File: config.mk
export PLATFORM = sky130hd
export DESIGN_NAME = ssam_top
export DESIGN_NICKNAME = d
export VERILOG_FILES = /design/src/logic/ssam_pkg.sv /design/src/logic/ssam_overload.sv /design/src/logic/ssam_top.sv
export VERILOG_INCLUDE_DIRS = /design/src /design/src/logic
export SDC_FILE = /design/constraint.sdc
export NUM_CORES = 1
export LEC_CHECK = 0
export CORE_ASPECT_RATIO = 2
export CORE_UTILIZATION = 40
export CTS_BUF_LIST = sky130_fd_sc_hd__clkbuf_4 sky130_fd_sc_hd__clkbuf_8 sky130_fd_sc_hd__clkbuf_16
export DETAILED_ROUTE_END_ITERATION = 6
export DONT_BUFFER_PORTS = 1
export MAX_ROUTING_LAYER = met4
export PLACE_DENSITY = 0.57
export SYNTH_ARGS = -nofsm -noshare
export SYNTH_HDL_FRONTEND = slang
export SYNTH_SLANG_ARGS = --single-unit
File: constraint.sdc
create_clock -name clk -period 6.23 [get_ports clk]
set_clock_uncertainty 0.1 [all_clocks]
set_input_delay 1.246 -clock clk [delete_from_list [all_inputs] [get_ports clk]]
set_output_delay 1.246 -clock clk [all_outputs]
set_load 0.01 [all_outputs]
File: src/logic/ssam_defs.svh
// Offsets, bit positions, codes and reset values of the servo status and alarm monitor
`ifndef SSAM_DEFS_SVH
`define SSAM_DEFS_SVH
// ==========================================================
// Register byte offsets; the history base is the value of haddr[7:6]
`define SSAM_OFS_STAT_ONE 8'h00
`define SSAM_OFS_STAT_TWO 8'h04
`define SSAM_OFS_FUNC_TWO 8'h08
`define SSAM_OFS_OVF_LEVEL 8'h0c
`define SSAM_OFS_ALARM 8'h10
`define SSAM_OFS_DISPLAY 8'h14
`define SSAM_OFS_HIST_BASE 2'h1
// ==========================================================
// Reset values
`define SSAM_FUNC_TWO_RST 16'h0000
`define SSAM_OVF_LEVEL_RST 24'h000400
// ==========================================================
// First status word bit positions
`define SSAM_S1_ALARM 1
`define SSAM_S1_DBRAKE 2
`define SSAM_S1_REVERSE 3
`define SSAM_S1_ROTATE 4
`define SSAM_S1_REACHED 5
`define SSAM_S1_PCTRL 6
`define SSAM_S1_ENERGISED 9
`define SSAM_S1_ENC_A 10
`define SSAM_S1_ENC_B 11
`define SSAM_S1_ENC_Z 12
`define SSAM_S1_POLE_U 13
`define SSAM_S1_POLE_V 14
`define SSAM_S1_POLE_W 15
`define SSAM_S1_RUN 16
`define SSAM_S1_GAIN_RED 17
`define SSAM_S1_FWD_INH 18
`define SSAM_S1_REV_INH 19
// Second status word bit positions
`define SSAM_S2_CLOCKWISE 1
`define SSAM_S2_COUNTERCLOCK 2
`define SSAM_S2_DEV_CLR 3
// Reverse rotation select bit in function_select_two
`define SSAM_FS2_REVERSE 0
// ==========================================================
// Alarm codes as shown on the display
`define SSAM_CODE_NONE 8'h00
`define SSAM_CODE_A02 8'h02
`define SSAM_CODE_A31 8'h31
`define SSAM_CODE_A70 8'h70
`define SSAM_CODE_AC3 8'hc3
`define SSAM_CODE_AC4 8'hc4
`define SSAM_CODE_A99 8'h99
// Communication failure display codes
`define SSAM_CPF00 8'h00
`define SSAM_CPF01 8'h01
// ==========================================================
// Thresholds and sizes
`define SSAM_ROT_LEVEL 16'h0014
`define SSAM_OL_RATED_PCT 10'h078
`define SSAM_OL_TRIP 24'h100000
`define SSAM_OL_DECAY 24'h000004
`define SSAM_HIST_DEPTH 10
`define SSAM_MON_LAST 4'h9
`define SSAM_MON_STAT_ONE 4'h5
`define SSAM_MON_STAT_TWO 4'h6
`endif

File: src/logic/ssam_pkg.sv
// Types shared by the servo status and alarm monitor
package ssam_pkg;
   // Display modes, one-hot
   typedef enum logic [3:0] {
      SSAM_MODE_STATUS = 4'h1,
      SSAM_MODE_SETTINGS = 4'h2,
      SSAM_MODE_MONITOR = 4'h4,
      SSAM_MODE_HISTORY = 4'h8
   } ssam_mode_t;
   // What the display currently shows
   typedef enum logic [2:0] {
      SSAM_DK_IDLE = 3'h0,
      SSAM_DK_ALARM = 3'h1,
      SSAM_DK_CPF = 3'h2,
      SSAM_DK_MON_NO = 3'h3,
      SSAM_DK_MON_DATA = 3'h4,
      SSAM_DK_HIST = 3'h5
   } ssam_disp_kind_t;
   typedef struct packed {
      ssam_disp_kind_t kind;
      logic [20:0] value;
   } ssam_disp_t;
   typedef struct packed {
      logic mode_set;
      logic data;
      logic up;
      logic down;
   } ssam_keys_t;
   typedef struct packed {
      logic run_cmd;
      logic fwd_drive_inhibit;
      logic rev_drive_inhibit;
      logic clockwise_pulse_active;
      logic counterclock_pulse_active;
      logic dev_counter_clear_in;
      logic dyn_brake_active;
      logic p_control_active;
      logic gain_reduced;
      logic enc_a;
      logic enc_b;
      logic enc_z;
      logic pole_sensor_u;
      logic pole_sensor_v;
      logic pole_sensor_w;
   } ssam_drv_in_t;
   typedef struct packed {
      logic checksum_bad;
      logic enc_ab_fault;
      logic enc_s_fault;
      logic reset_powerup;
      logic panel_no_link;
      logic panel_timeout;
   } ssam_fault_in_t;
endpackage : ssam_pkg

File: src/logic/ssam_overload.sv
// Inverse-time overload accumulator for the servo alarm monitor
`timescale 1ns/1ps
`include "ssam_defs.svh"
module ssam_overload #(
   parameter logic [23:0] TRIP_LEVEL = `SSAM_OL_TRIP
) (
   input wire logic clk,
   input wire logic resetn,
   input wire logic [9:0] torque_pct,
   output logic trip
);
   // ==========================================================
   // Excess over rated load fills the bucket, so higher load trips sooner
   logic [23:0] acc;
   logic [23:0] next_acc;
   logic over;
   logic [23:0] excess;
   logic [24:0] sum;
   assign over = torque_pct > `SSAM_OL_RATED_PCT;
   assign excess = {14'h0000, torque_pct - `SSAM_OL_RATED_PCT};
   assign sum = {1'b0, acc} + {1'b0, excess};
   assign next_acc = over ? (sum[24] ? 24'hffffff : sum[23:0]) :
                     (acc > `SSAM_OL_DECAY) ? acc - `SSAM_OL_DECAY : 24'h000000;
   always_ff @(posedge clk) begin
      if (!resetn) begin
         acc <= 24'h000000;
         trip <= 1'b0;
      end else begin
         acc <= next_acc;
         trip <= next_acc >= TRIP_LEVEL;
      end
   end
endmodule : ssam_overload

File: src/logic/ssam_top.sv
// Status words, alarm detection, alarm history and monitor display of the servo driver
//
// Our own choices: the placing of the registers and the AHB-Lite interface to the registers.
`timescale 1ns/1ps
`include "ssam_defs.svh"
// ==========================================================
module ssam_top import ssam_pkg::*; #(
   parameter int DEV_W = 24,
   parameter logic [23:0] OL_TRIP = `SSAM_OL_TRIP
) (
   input wire logic clk,
   input wire logic resetn,
   input wire logic hsel,
   input wire logic [31:0] haddr,
   input wire logic [1:0] htrans,
   input wire logic hwrite,
   input wire logic [2:0] hsize,
   input wire logic [31:0] hwdata,
   input wire logic hready,
   output logic [31:0] hrdata,
   output logic hreadyout,
   output logic hresp,
   input wire ssam_keys_t keys,
   input wire ssam_drv_in_t drv,
   input wire ssam_fault_in_t flt,
   input wire logic [15:0] speed_rpm,
   input wire logic [15:0] speed_cmd,
   input wire logic [9:0] torque_pct,
   input wire logic [DEV_W-1:0] dev_count,
   output logic alarm_out_ok,
   output logic power_drive_en,
   output logic [7:0] alarm_code,
   output ssam_disp_t disp
);
   localparam int HD = `SSAM_HIST_DEPTH;
   // ==========================================================
   // AHB-Lite slave: zero wait, always OKAY
   logic wr_pend;
   logic [7:0] wr_addr;
   logic [15:0] function_select_two;
   logic [DEV_W-1:0] ovf_level;
   logic [31:0] rd_mux;
   wire take = hsel & hready & htrans[1];
   wire wr_func = wr_pend & (wr_addr == `SSAM_OFS_FUNC_TWO);
   wire wr_ovf = wr_pend & (wr_addr == `SSAM_OFS_OVF_LEVEL);
   assign hreadyout = 1'b1;
   assign hresp = 1'b0;
   always_ff @(posedge clk) begin
      if (!resetn) begin
         wr_pend <= 1'b0;
         wr_addr <= 8'h00;
         hrdata <= 32'h00000000;
      end else begin
         wr_pend <= take & hwrite;
         wr_addr <= {haddr[7:2], 2'h0};
         hrdata <= (take & ~hwrite) ? rd_mux : 32'h00000000;
      end
   end
   always_ff @(posedge clk) begin
      if (!resetn) begin
         function_select_two <= `SSAM_FUNC_TWO_RST;
         ovf_level <= DEV_W'(`SSAM_OVF_LEVEL_RST);
      end else begin
         if (wr_func)
            function_select_two <= hwdata[15:0];
         if (wr_ovf)
            ovf_level <= hwdata[DEV_W-1:0];
      end
   end
   // ==========================================================
   // Status words
   logic [20:0] stat_one;
   logic [20:0] stat_two;
   logic [20:0] next_one;
   logic [20:0] next_two;
   logic alarm_flag;
   always_comb begin
      next_one = 21'h000000;
      next_one[`SSAM_S1_ALARM] = alarm_flag;
      next_one[`SSAM_S1_DBRAKE] = drv.dyn_brake_active;
      next_one[`SSAM_S1_REVERSE] = function_select_two[`SSAM_FS2_REVERSE];
      next_one[`SSAM_S1_ROTATE] = speed_rpm >= `SSAM_ROT_LEVEL;
      next_one[`SSAM_S1_REACHED] = speed_rpm >= speed_cmd;
      next_one[`SSAM_S1_PCTRL] = drv.p_control_active;
      next_one[`SSAM_S1_ENERGISED] = power_drive_en;
      next_one[`SSAM_S1_ENC_A] = drv.enc_a;
      next_one[`SSAM_S1_ENC_B] = drv.enc_b;
      next_one[`SSAM_S1_ENC_Z] = drv.enc_z;
      next_one[`SSAM_S1_POLE_U] = drv.pole_sensor_u;
      next_one[`SSAM_S1_POLE_V] = drv.pole_sensor_v;
      next_one[`SSAM_S1_POLE_W] = drv.pole_sensor_w;
      next_one[`SSAM_S1_RUN] = drv.run_cmd;
      next_one[`SSAM_S1_GAIN_RED] = drv.gain_reduced;
      next_one[`SSAM_S1_FWD_INH] = drv.fwd_drive_inhibit;
      next_one[`SSAM_S1_REV_INH] = drv.rev_drive_inhibit;
   end
   always_comb begin
      next_two = 21'h000000;
      next_two[`SSAM_S2_CLOCKWISE] = drv.clockwise_pulse_active;
      next_two[`SSAM_S2_COUNTERCLOCK] = drv.counterclock_pulse_active;
      next_two[`SSAM_S2_DEV_CLR] = drv.dev_counter_clear_in;
   end
   always_ff @(posedge clk) begin
      if (!resetn) begin
         stat_one <= 21'h000000;
         stat_two <= 21'h000000;
      end else begin
         stat_one <= next_one;
         stat_two <= next_two;
      end
   end
   // ==========================================================
   // Error detection, fixed priority when several arrive together
   logic ol_trip;
   ssam_overload #(
      .TRIP_LEVEL(OL_TRIP)
   ) u_overload (
      .clk(clk),
      .resetn(resetn),
      .torque_pct(torque_pct),
      .trip(ol_trip)
   );
   wire err_a02 = flt.checksum_bad;
   wire err_a31 = dev_count > ovf_level;
   wire err_a70 = ol_trip;
   wire err_ac3 = flt.enc_ab_fault;
   wire err_ac4 = flt.enc_s_fault;
   wire any_err = err_a02 | err_a31 | err_a70 | err_ac3 | err_ac4;
   wire raise = any_err & ~alarm_flag;
   wire [7:0] new_code = err_a02 ? `SSAM_CODE_A02 :
                         err_a31 ? `SSAM_CODE_A31 :
                         err_a70 ? `SSAM_CODE_A70 :
                         err_ac3 ? `SSAM_CODE_AC3 : `SSAM_CODE_AC4;
   logic [1:0] cpf_seen;
   // Alarm holds until reset; clearing lies outside this block
   always_ff @(posedge clk) begin
      if (!resetn) begin
         alarm_flag <= 1'b0;
         alarm_code <= `SSAM_CODE_NONE;
         power_drive_en <= 1'b0;
         cpf_seen <= 2'h0;
      end else begin
         if (raise) begin
            alarm_flag <= 1'b1;
            alarm_code <= new_code;
         end
         power_drive_en <= drv.run_cmd & ~alarm_flag & ~any_err;
         cpf_seen <= cpf_seen | {flt.panel_timeout, flt.panel_no_link};
      end
   end
   assign alarm_out_ok = ~alarm_flag;
   // ==========================================================
   // Alarm history, entry 0 most recent
   logic [7:0] hist [HD];
   logic [3:0] hist_count;
   wire log_en = raise | flt.reset_powerup;
   wire [7:0] log_code = raise ? new_code : `SSAM_CODE_A99;
   always_ff @(posedge clk) begin
      if (!resetn) begin
         hist_count <= 4'h0;
         for (int i = 0; i < HD; i++)
            hist[i] <= `SSAM_CODE_NONE;
      end else if (log_en) begin
         hist[0] <= log_code;
         for (int i = 1; i < HD; i++)
            hist[i] <= hist[i-1];
         if (hist_count != 4'(HD))
            hist_count <= hist_count + 4'h1;
      end
   end
   // ==========================================================
   // Display navigation
   ssam_mode_t mode;
   ssam_mode_t next_mode;
   logic show_data;
   logic [3:0] mon_no;
   logic [3:0] hist_idx;
   always_comb begin
      next_mode = mode;
      if (keys.mode_set) begin
         unique case (mode)
            SSAM_MODE_STATUS: next_mode = SSAM_MODE_SETTINGS;
            SSAM_MODE_SETTINGS: next_mode = SSAM_MODE_MONITOR;
            SSAM_MODE_MONITOR: next_mode = SSAM_MODE_HISTORY;
            SSAM_MODE_HISTORY: next_mode = SSAM_MODE_STATUS;
            default: next_mode = SSAM_MODE_STATUS;
         endcase
      end
   end
   wire in_mon = mode == SSAM_MODE_MONITOR;
   wire in_hist = mode == SSAM_MODE_HISTORY;
   wire step_up = keys.up & ~keys.down;
   wire step_dn = keys.down & ~keys.up;
   always_ff @(posedge clk) begin
      if (!resetn) begin
         mode <= SSAM_MODE_STATUS;
         show_data <= 1'b0;
         mon_no <= 4'h0;
         hist_idx <= 4'h0;
      end else begin
         mode <= next_mode;
         if (keys.mode_set)
            show_data <= 1'b0;
         else if (in_mon & keys.data)
            show_data <= ~show_data;
         if (in_mon & ~show_data & step_up & (mon_no != `SSAM_MON_LAST))
            mon_no <= mon_no + 4'h1;
         else if (in_mon & ~show_data & step_dn & (mon_no != 4'h0))
            mon_no <= mon_no - 4'h1;
         if (in_hist & step_up & (hist_idx != 4'(HD - 1)))
            hist_idx <= hist_idx + 4'h1;
         else if (in_hist & step_dn & (hist_idx != 4'h0))
            hist_idx <= hist_idx - 4'h1;
      end
   end
   // ==========================================================
   // Display contents
   wire [20:0] mon_val = (mon_no == `SSAM_MON_STAT_ONE) ? stat_one :
                         (mon_no == `SSAM_MON_STAT_TWO) ? stat_two : 21'h000000;
   wire [7:0] cpf_code = cpf_seen[0] ? `SSAM_CPF00 : `SSAM_CPF01;
   ssam_disp_t next_disp;
   always_comb begin
      next_disp.kind = SSAM_DK_IDLE;
      next_disp.value = 21'h000000;
      if (in_mon) begin
         next_disp.kind = show_data ? SSAM_DK_MON_DATA : SSAM_DK_MON_NO;
         next_disp.value = show_data ? mon_val : {17'h00000, mon_no};
      end else if (in_hist) begin
         next_disp.kind = SSAM_DK_HIST;
         next_disp.value = {13'h0000, hist[hist_idx]};
      end else if (mode == SSAM_MODE_STATUS) begin
         if (alarm_flag) begin
            next_disp.kind = SSAM_DK_ALARM;
            next_disp.value = {13'h0000, alarm_code};
         end else if (cpf_seen != 2'h0) begin
            next_disp.kind = SSAM_DK_CPF;
            next_disp.value = {13'h0000, cpf_code};
         end
      end
   end
   always_ff @(posedge clk) begin
      if (!resetn)
         disp <= '0;
      else
         disp <= next_disp;
   end
   // ==========================================================
   // Register read selection
   wire [7:0] ra = {haddr[7:2], 2'h0};
   wire hist_hit = (haddr[7:6] == `SSAM_OFS_HIST_BASE) & (haddr[5:2] < 4'(HD));
   wire [31:0] hist_rd = hist_hit ? {24'h000000, hist[haddr[5:2]]} : 32'h00000000;
   wire [31:0] alarm_rd = {14'h0000, cpf_seen, 2'h0, hist_count, 1'b0, alarm_flag, alarm_code};
   wire [31:0] disp_rd = {1'b0, disp.kind, 3'h0, show_data, mode, mon_no, hist_idx, 12'h000};
   assign rd_mux = (ra == `SSAM_OFS_STAT_ONE) ? {11'h000, stat_one} :
                   (ra == `SSAM_OFS_STAT_TWO) ? {11'h000, stat_two} :
                   (ra == `SSAM_OFS_FUNC_TWO) ? {16'h0000, function_select_two} :
                   (ra == `SSAM_OFS_OVF_LEVEL) ? 32'(ovf_level) :
                   (ra == `SSAM_OFS_ALARM) ? alarm_rd :
                   (ra == `SSAM_OFS_DISPLAY) ? disp_rd : hist_rd;
endmodule : ssam_top

== After elaboration in Yosys (flattened, before gate mapping) ==
Memories as Yosys holds them, arrays and structs flattened. A register that Yosys moved wholly into a read port is not among the register bits.
Index checks and enable logic that the tools add are counted.
Storage, ports and cells
  register bits after elaboration: 201
  latch bits: 0
  bits in writable memories: 80
  memory bits (read-only): 0
  input port bits: 165
  output and inout bits: 68
  word-level logic and storage cells: 163
  memories kept: 1
Operators by class
  add/subtract/negate cells: 8
  multiply operators: 0
  div/mod/pow operators: 0
  magnitude comparators: 7
  eq/ne operators: 17
  shift operators: 0
  muxes and demuxes: 46
  bitwise logic cells: 46
  reductions and logical operators: 12
Memory list
  hist: depth 10, bits a word 8, rd ports 11, clocked after memory_dff 1, write ports 10, line ssam_top.sv:154  | logic [7:0] hist [HD];
Operators by type and width (count)
  2-to-1 mux 24 bit: 7
  2-to-1 mux 21 bit: 6
  2-to-1 mux 8 bit: 15
  2-to-1 mux 23 bit: 3
  2-to-1 mux 31 bit: 1
  adder 24 x 10 -> 25 bit: 1
  greater-or-equal comparator 24 x 21 -> 1 bit (second input constant): 1
  > comparator 24 bit: 1
  > comparator 24 x 3 -> 1 bit (second input constant): 1
  2-to-1 mux 4 bit: 6
  subtractor 24 x 3 -> 24 bit (second input constant): 1
  AND 1 bit: 22
  equality test 8 x 4 -> 1 bit (second input constant): 2
  greater-or-equal comparator 16 bit: 1
  greater-or-equal comparator 16 x 5 -> 1 bit (second input constant): 1
  OR 1 bit: 15
  adder 4 x 1 -> 4 bit (second input constant): 3
  equality test 4 x 3 -> 1 bit (second input constant): 3
  equality test 6 x 2 -> 1 bit (second input constant): 2
  equality test 6 x 3 -> 1 bit (second input constant): 2
  != test 4 bit (second input constant): 3
  case mux 4 bit (3 select lines): 1
  > comparator 10 x 7 -> 1 bit (second input constant): 1
  subtractor 10 x 7 -> 10 bit (second input constant): 1
  19 further kinds: 36

== Depth between registers and ports, before layout ==
  depth after elaboration: 11
  gate-level depth with buffers: 13
  gate-level depth less buffers: 11

== By module ==
From an unflattened synthesis, not the netlist that was laid out.
Unflattened totals
  cells, all modules: 1339
  area, all modules: 13440.4 µm²
By module, submodules not included
  ssam_top: times used 1, cells an instance 1051, area an instance 11250.8 µm², sequential area each 5365.1 µm²
  ssam_overload: times used 1, cells an instance 288, area an instance 2189.6 µm², sequential area each 500.5 µm²

== Least setup slack after synthesis ==
OpenSTA, ideal clock, no wires.
  path kind: input-to-reg
  from: in dev_count[18]
  to: mem hist[0][0], enable pin
  setup time: 452 ps
  data arrival time: 4759 ps
  required time: 5678 ps
  path slack: 920 ps
  cell stages on the path: 8
  buffers on the path: 0
  cells stage by stage: ha_1 -> and3_1 -> nand3_1 -> nor4_1 -> o221a_2 -> o21ai_0 -> a31oi_1 -> nand2b_1
RTL lines
  from (decl): line ssam_top.sv:29  | input wire logic [DEV_W-1:0] dev_count,
  to (decl): line ssam_top.sv:154

==> impl_metrics.json <==
{
  "hold_viol_final": 0,
  "ant_nets": 0,
  "initial_core_util_pct": 40.8,
  "status": "complete, but fails checks",
  "p_sw_mw": 1.17,
  "drc": 1,
  "p_sw_share_pct": 27.8,
  "globalplace.congestion": 0.892,
  "drive_gt1_share_pct": 9.11,
  "n_antenna_cell": 0,
  "vias_per_cell": 5.65,
  "postCtsHoldBufs": 0,
  "vias": 9845,
  "grt_pass1_wl_um": 56300,
  "max_cap_viol_count": 0,
  "core_sq_um": 32300,
  "dpl.hpwl_um": 27900,
  "netlist.area_leader.share_pct": 26.2,
  "ys_top_cells_by_area": "dfxtp_1 (26%), edfxtp_1 (18%), and2_1 (5.6%), ha_1 (5.6%), mux4_2 (5.5%)",
  "grt_max_degree": 81,
  "numCtsBuffers": 24,
  "powerDensity_nw_per_um2": 295,
  "slew_headroom_pct": 26.4,
  "rsz0062_at_grt": "false",
  "required_ps": 6170,
  "synth_flop_cell": "dfxtp_1",
  "syn_to_final_growth_pct": 8.41,
  "num_rows": 93,
  "hold_ws_ps": 339,
  "pin_count": 233,
  "dieArea_sq_um": 33800,
  "drtIter0Drc": 670,
  "post_cts_buffers": 0,
  "clkTransAtPathRegs_ps": 60,
  "yosys.area.top_type": "dfxtp_1",
  "port_buffers": 0,
  "post_cts_resized": 0,
  "grt.overflow.total": 0,
  "grt_antenna_before_repair": 0,
  "clk-insertion-delay-late_ps": 540,
  "p_leak_nw": 5.48,
  "crit_fanout": 80,
  "slew_viol_final": 0,
  "internal-power_mw": 3.04,
  "grt_pass1_vias": 9952,
  "final.setup.tns_ps": 0,
  "synth.distinct_cells": 77,
  "path_class": "in -> reg",
  "cts_buffer_depth": 3,
  "drtPass1Iterations": 7,
  "startpoint_type": "input port",
  "clock_sinks": 253,
  "cts.root.buffer_cell": "clkbuf_16",
  "setup_viol": 0,
  "fin_nets": 1526,
  "avgSynthCellArea_sq_um": 9.86,
  "arrival_ps": 4310,
  "grt_usage_pct": 22.8,
  "tightest_slew_ps": 1100,
  "cts_tree": "built",
  "die_h_um": 259,
  "async_flop_share_pct": 0,
  "htreeDepth": 1,
  "violations": "design-rule violations",
  "synthesis.area_sq_um": 13200,
  "yosysMostFrequentCell": "dfxtp_1",
  "synth-edff-count": 80,
  "power_frac_clock_pct": 37.3,
  "placed_cells": 1700,
  "totalWireLength_um": 37500,
  "yosysSeqAreaShare_pct": 44.4,
  "post-route-period-util_pct": 70.2,
  "finalNonFillerCells": 1744,
  "worstSetupEndpointType": "register",
  "synth_common_cells": "dfxtp_1 (173), nand2_1 (126), and2_1 (118)",
  "seqPwrFrac_pct": 45.5,
  "synth-seq-cells": 253,
  "timing.fmax_mhz": 229,
  "post-place-ws_ps": 1330,
  "setup_slack_ps": 1850,
  "final_period_minus_worst_setup_slack_ps": 4380,
  "hold_class": "reg -> reg",
  "wl_per_cell_um": 21.5,
  "p_comb_share_pct": 17.2,
  "die_x_um": 130,
  "yosysWarnings": 0,
  "netlist_instances": 1339,
  "vdd_ir_drop_max_mv": 0.262
}
## power groups by stage
stage               clock [mW]  combinational [mW]  sequential (mW)
floorplan                    0               0.627             1.89
global placement             0               0.715             1.95
detailed placement           0               0.725             1.95
CTS                       1.61               0.730             1.92
global route              1.66               0.811             1.93
finish                    1.57               0.725             1.92
## state kept, by name, indices dropped and copies added (netlist names), 2 cells and up, named ones only
register	flops
mode	4
cpf_seen	2
stat_two	3
hist_count	4
mon_no	4
u_overload.acc	24
disp	22
alarm_code	6
wr_addr	6
ovf_level	24
function_select_two	16
stat_one	17
hrdata	28
hist	80
hist_idx	4
## layout make-up
type,count,area (sq um)
repair buffers,11,82.6
fillers,3218,18000
clock inverters,14,135
well taps,427,534
flip-flops and latches,253,5870
inverters,61,229
multi-input cells,948,6760
clock buffers,30,716
## critical path, stage by stage
cell and delay [ps]:
ha_1 280, and3_1 210, a221o_1 350, a221oi_1 390, o21ai_0 290, o21ai_0 430
a31oi_1 320, nand2b_4 750
## worst paths after layout
kind	from	to	slack, ps	cells after the start
max	dev_count[18]	hist[6][6]$_SDFFCE_PN0P_	1850	8
min	stat_one[17]$_SDFF_PN0_	hrdata[17]$_SDFF_PN0_	340	2
max reg2reg	ovf_level[19]$_SDFFE_PN0P_	hist[6][6]$_SDFFCE_PN0P_	2060	9
min reg2reg	stat_one[17]$_SDFF_PN0_	hrdata[17]$_SDFF_PN0_	340	2
## stage by stage
stage	total power [mW]	area (sq um)	util [%]
after global placement	2.67	13500	41.6
after CTS	4.26	14300	44.3
final	4.22	14300	44.3
after detailed placement	2.68	13500	41.6
after global routing	4.40	14300	44.3
after floorplan	2.52	13200	-
## cells by family after synthesis
family,synth area share (%)
and+or+nand+nor,18.3
AOI/OAI and AO/OA,13.6
DFF,44.4
buffers and inverters,4.84
muxes,9.97
adders and majority gates,6.04
xor gates and xnor gates,2.72
other,0.0569
## layer usage
metal | GRT usage, % | wire, um | up-vias
met4 | 11.1 | 1770 | 0
met5 | - | 0 | -
met3 | 3.52 | 1960 | 81
li1 | - | - | 4695
met1 | 21.4 | 12800 | 4768
met2 | 43.6 | 21000 | 301
## placed cells by master, fill, tap and decap left out, types with 12 or more instances in the layout
cell type,Yosys,final
mux2_2,12,12
mux4_2,32,32
dfxtp_1,173,173
nor2_1,92,92
nor2b_1,16,15
nor3_1,25,24
nor4_1,14,13
o211ai_1,15,15
a211oi_1,16,16
edfxtp_1,80,80
clkbuf_16,0,28
mux2i_1,46,46
ha_1,59,59
inv_1,59,60
nand2_1,126,126
and2_1,118,118
xnor2_1,20,20
o21ai_0,48,48
a21o_1,22,22
a21oi_1,83,83
nand3_1,17,17
xor2_1,21,21
No activity file was read; power rests on OpenSTA's default activity.
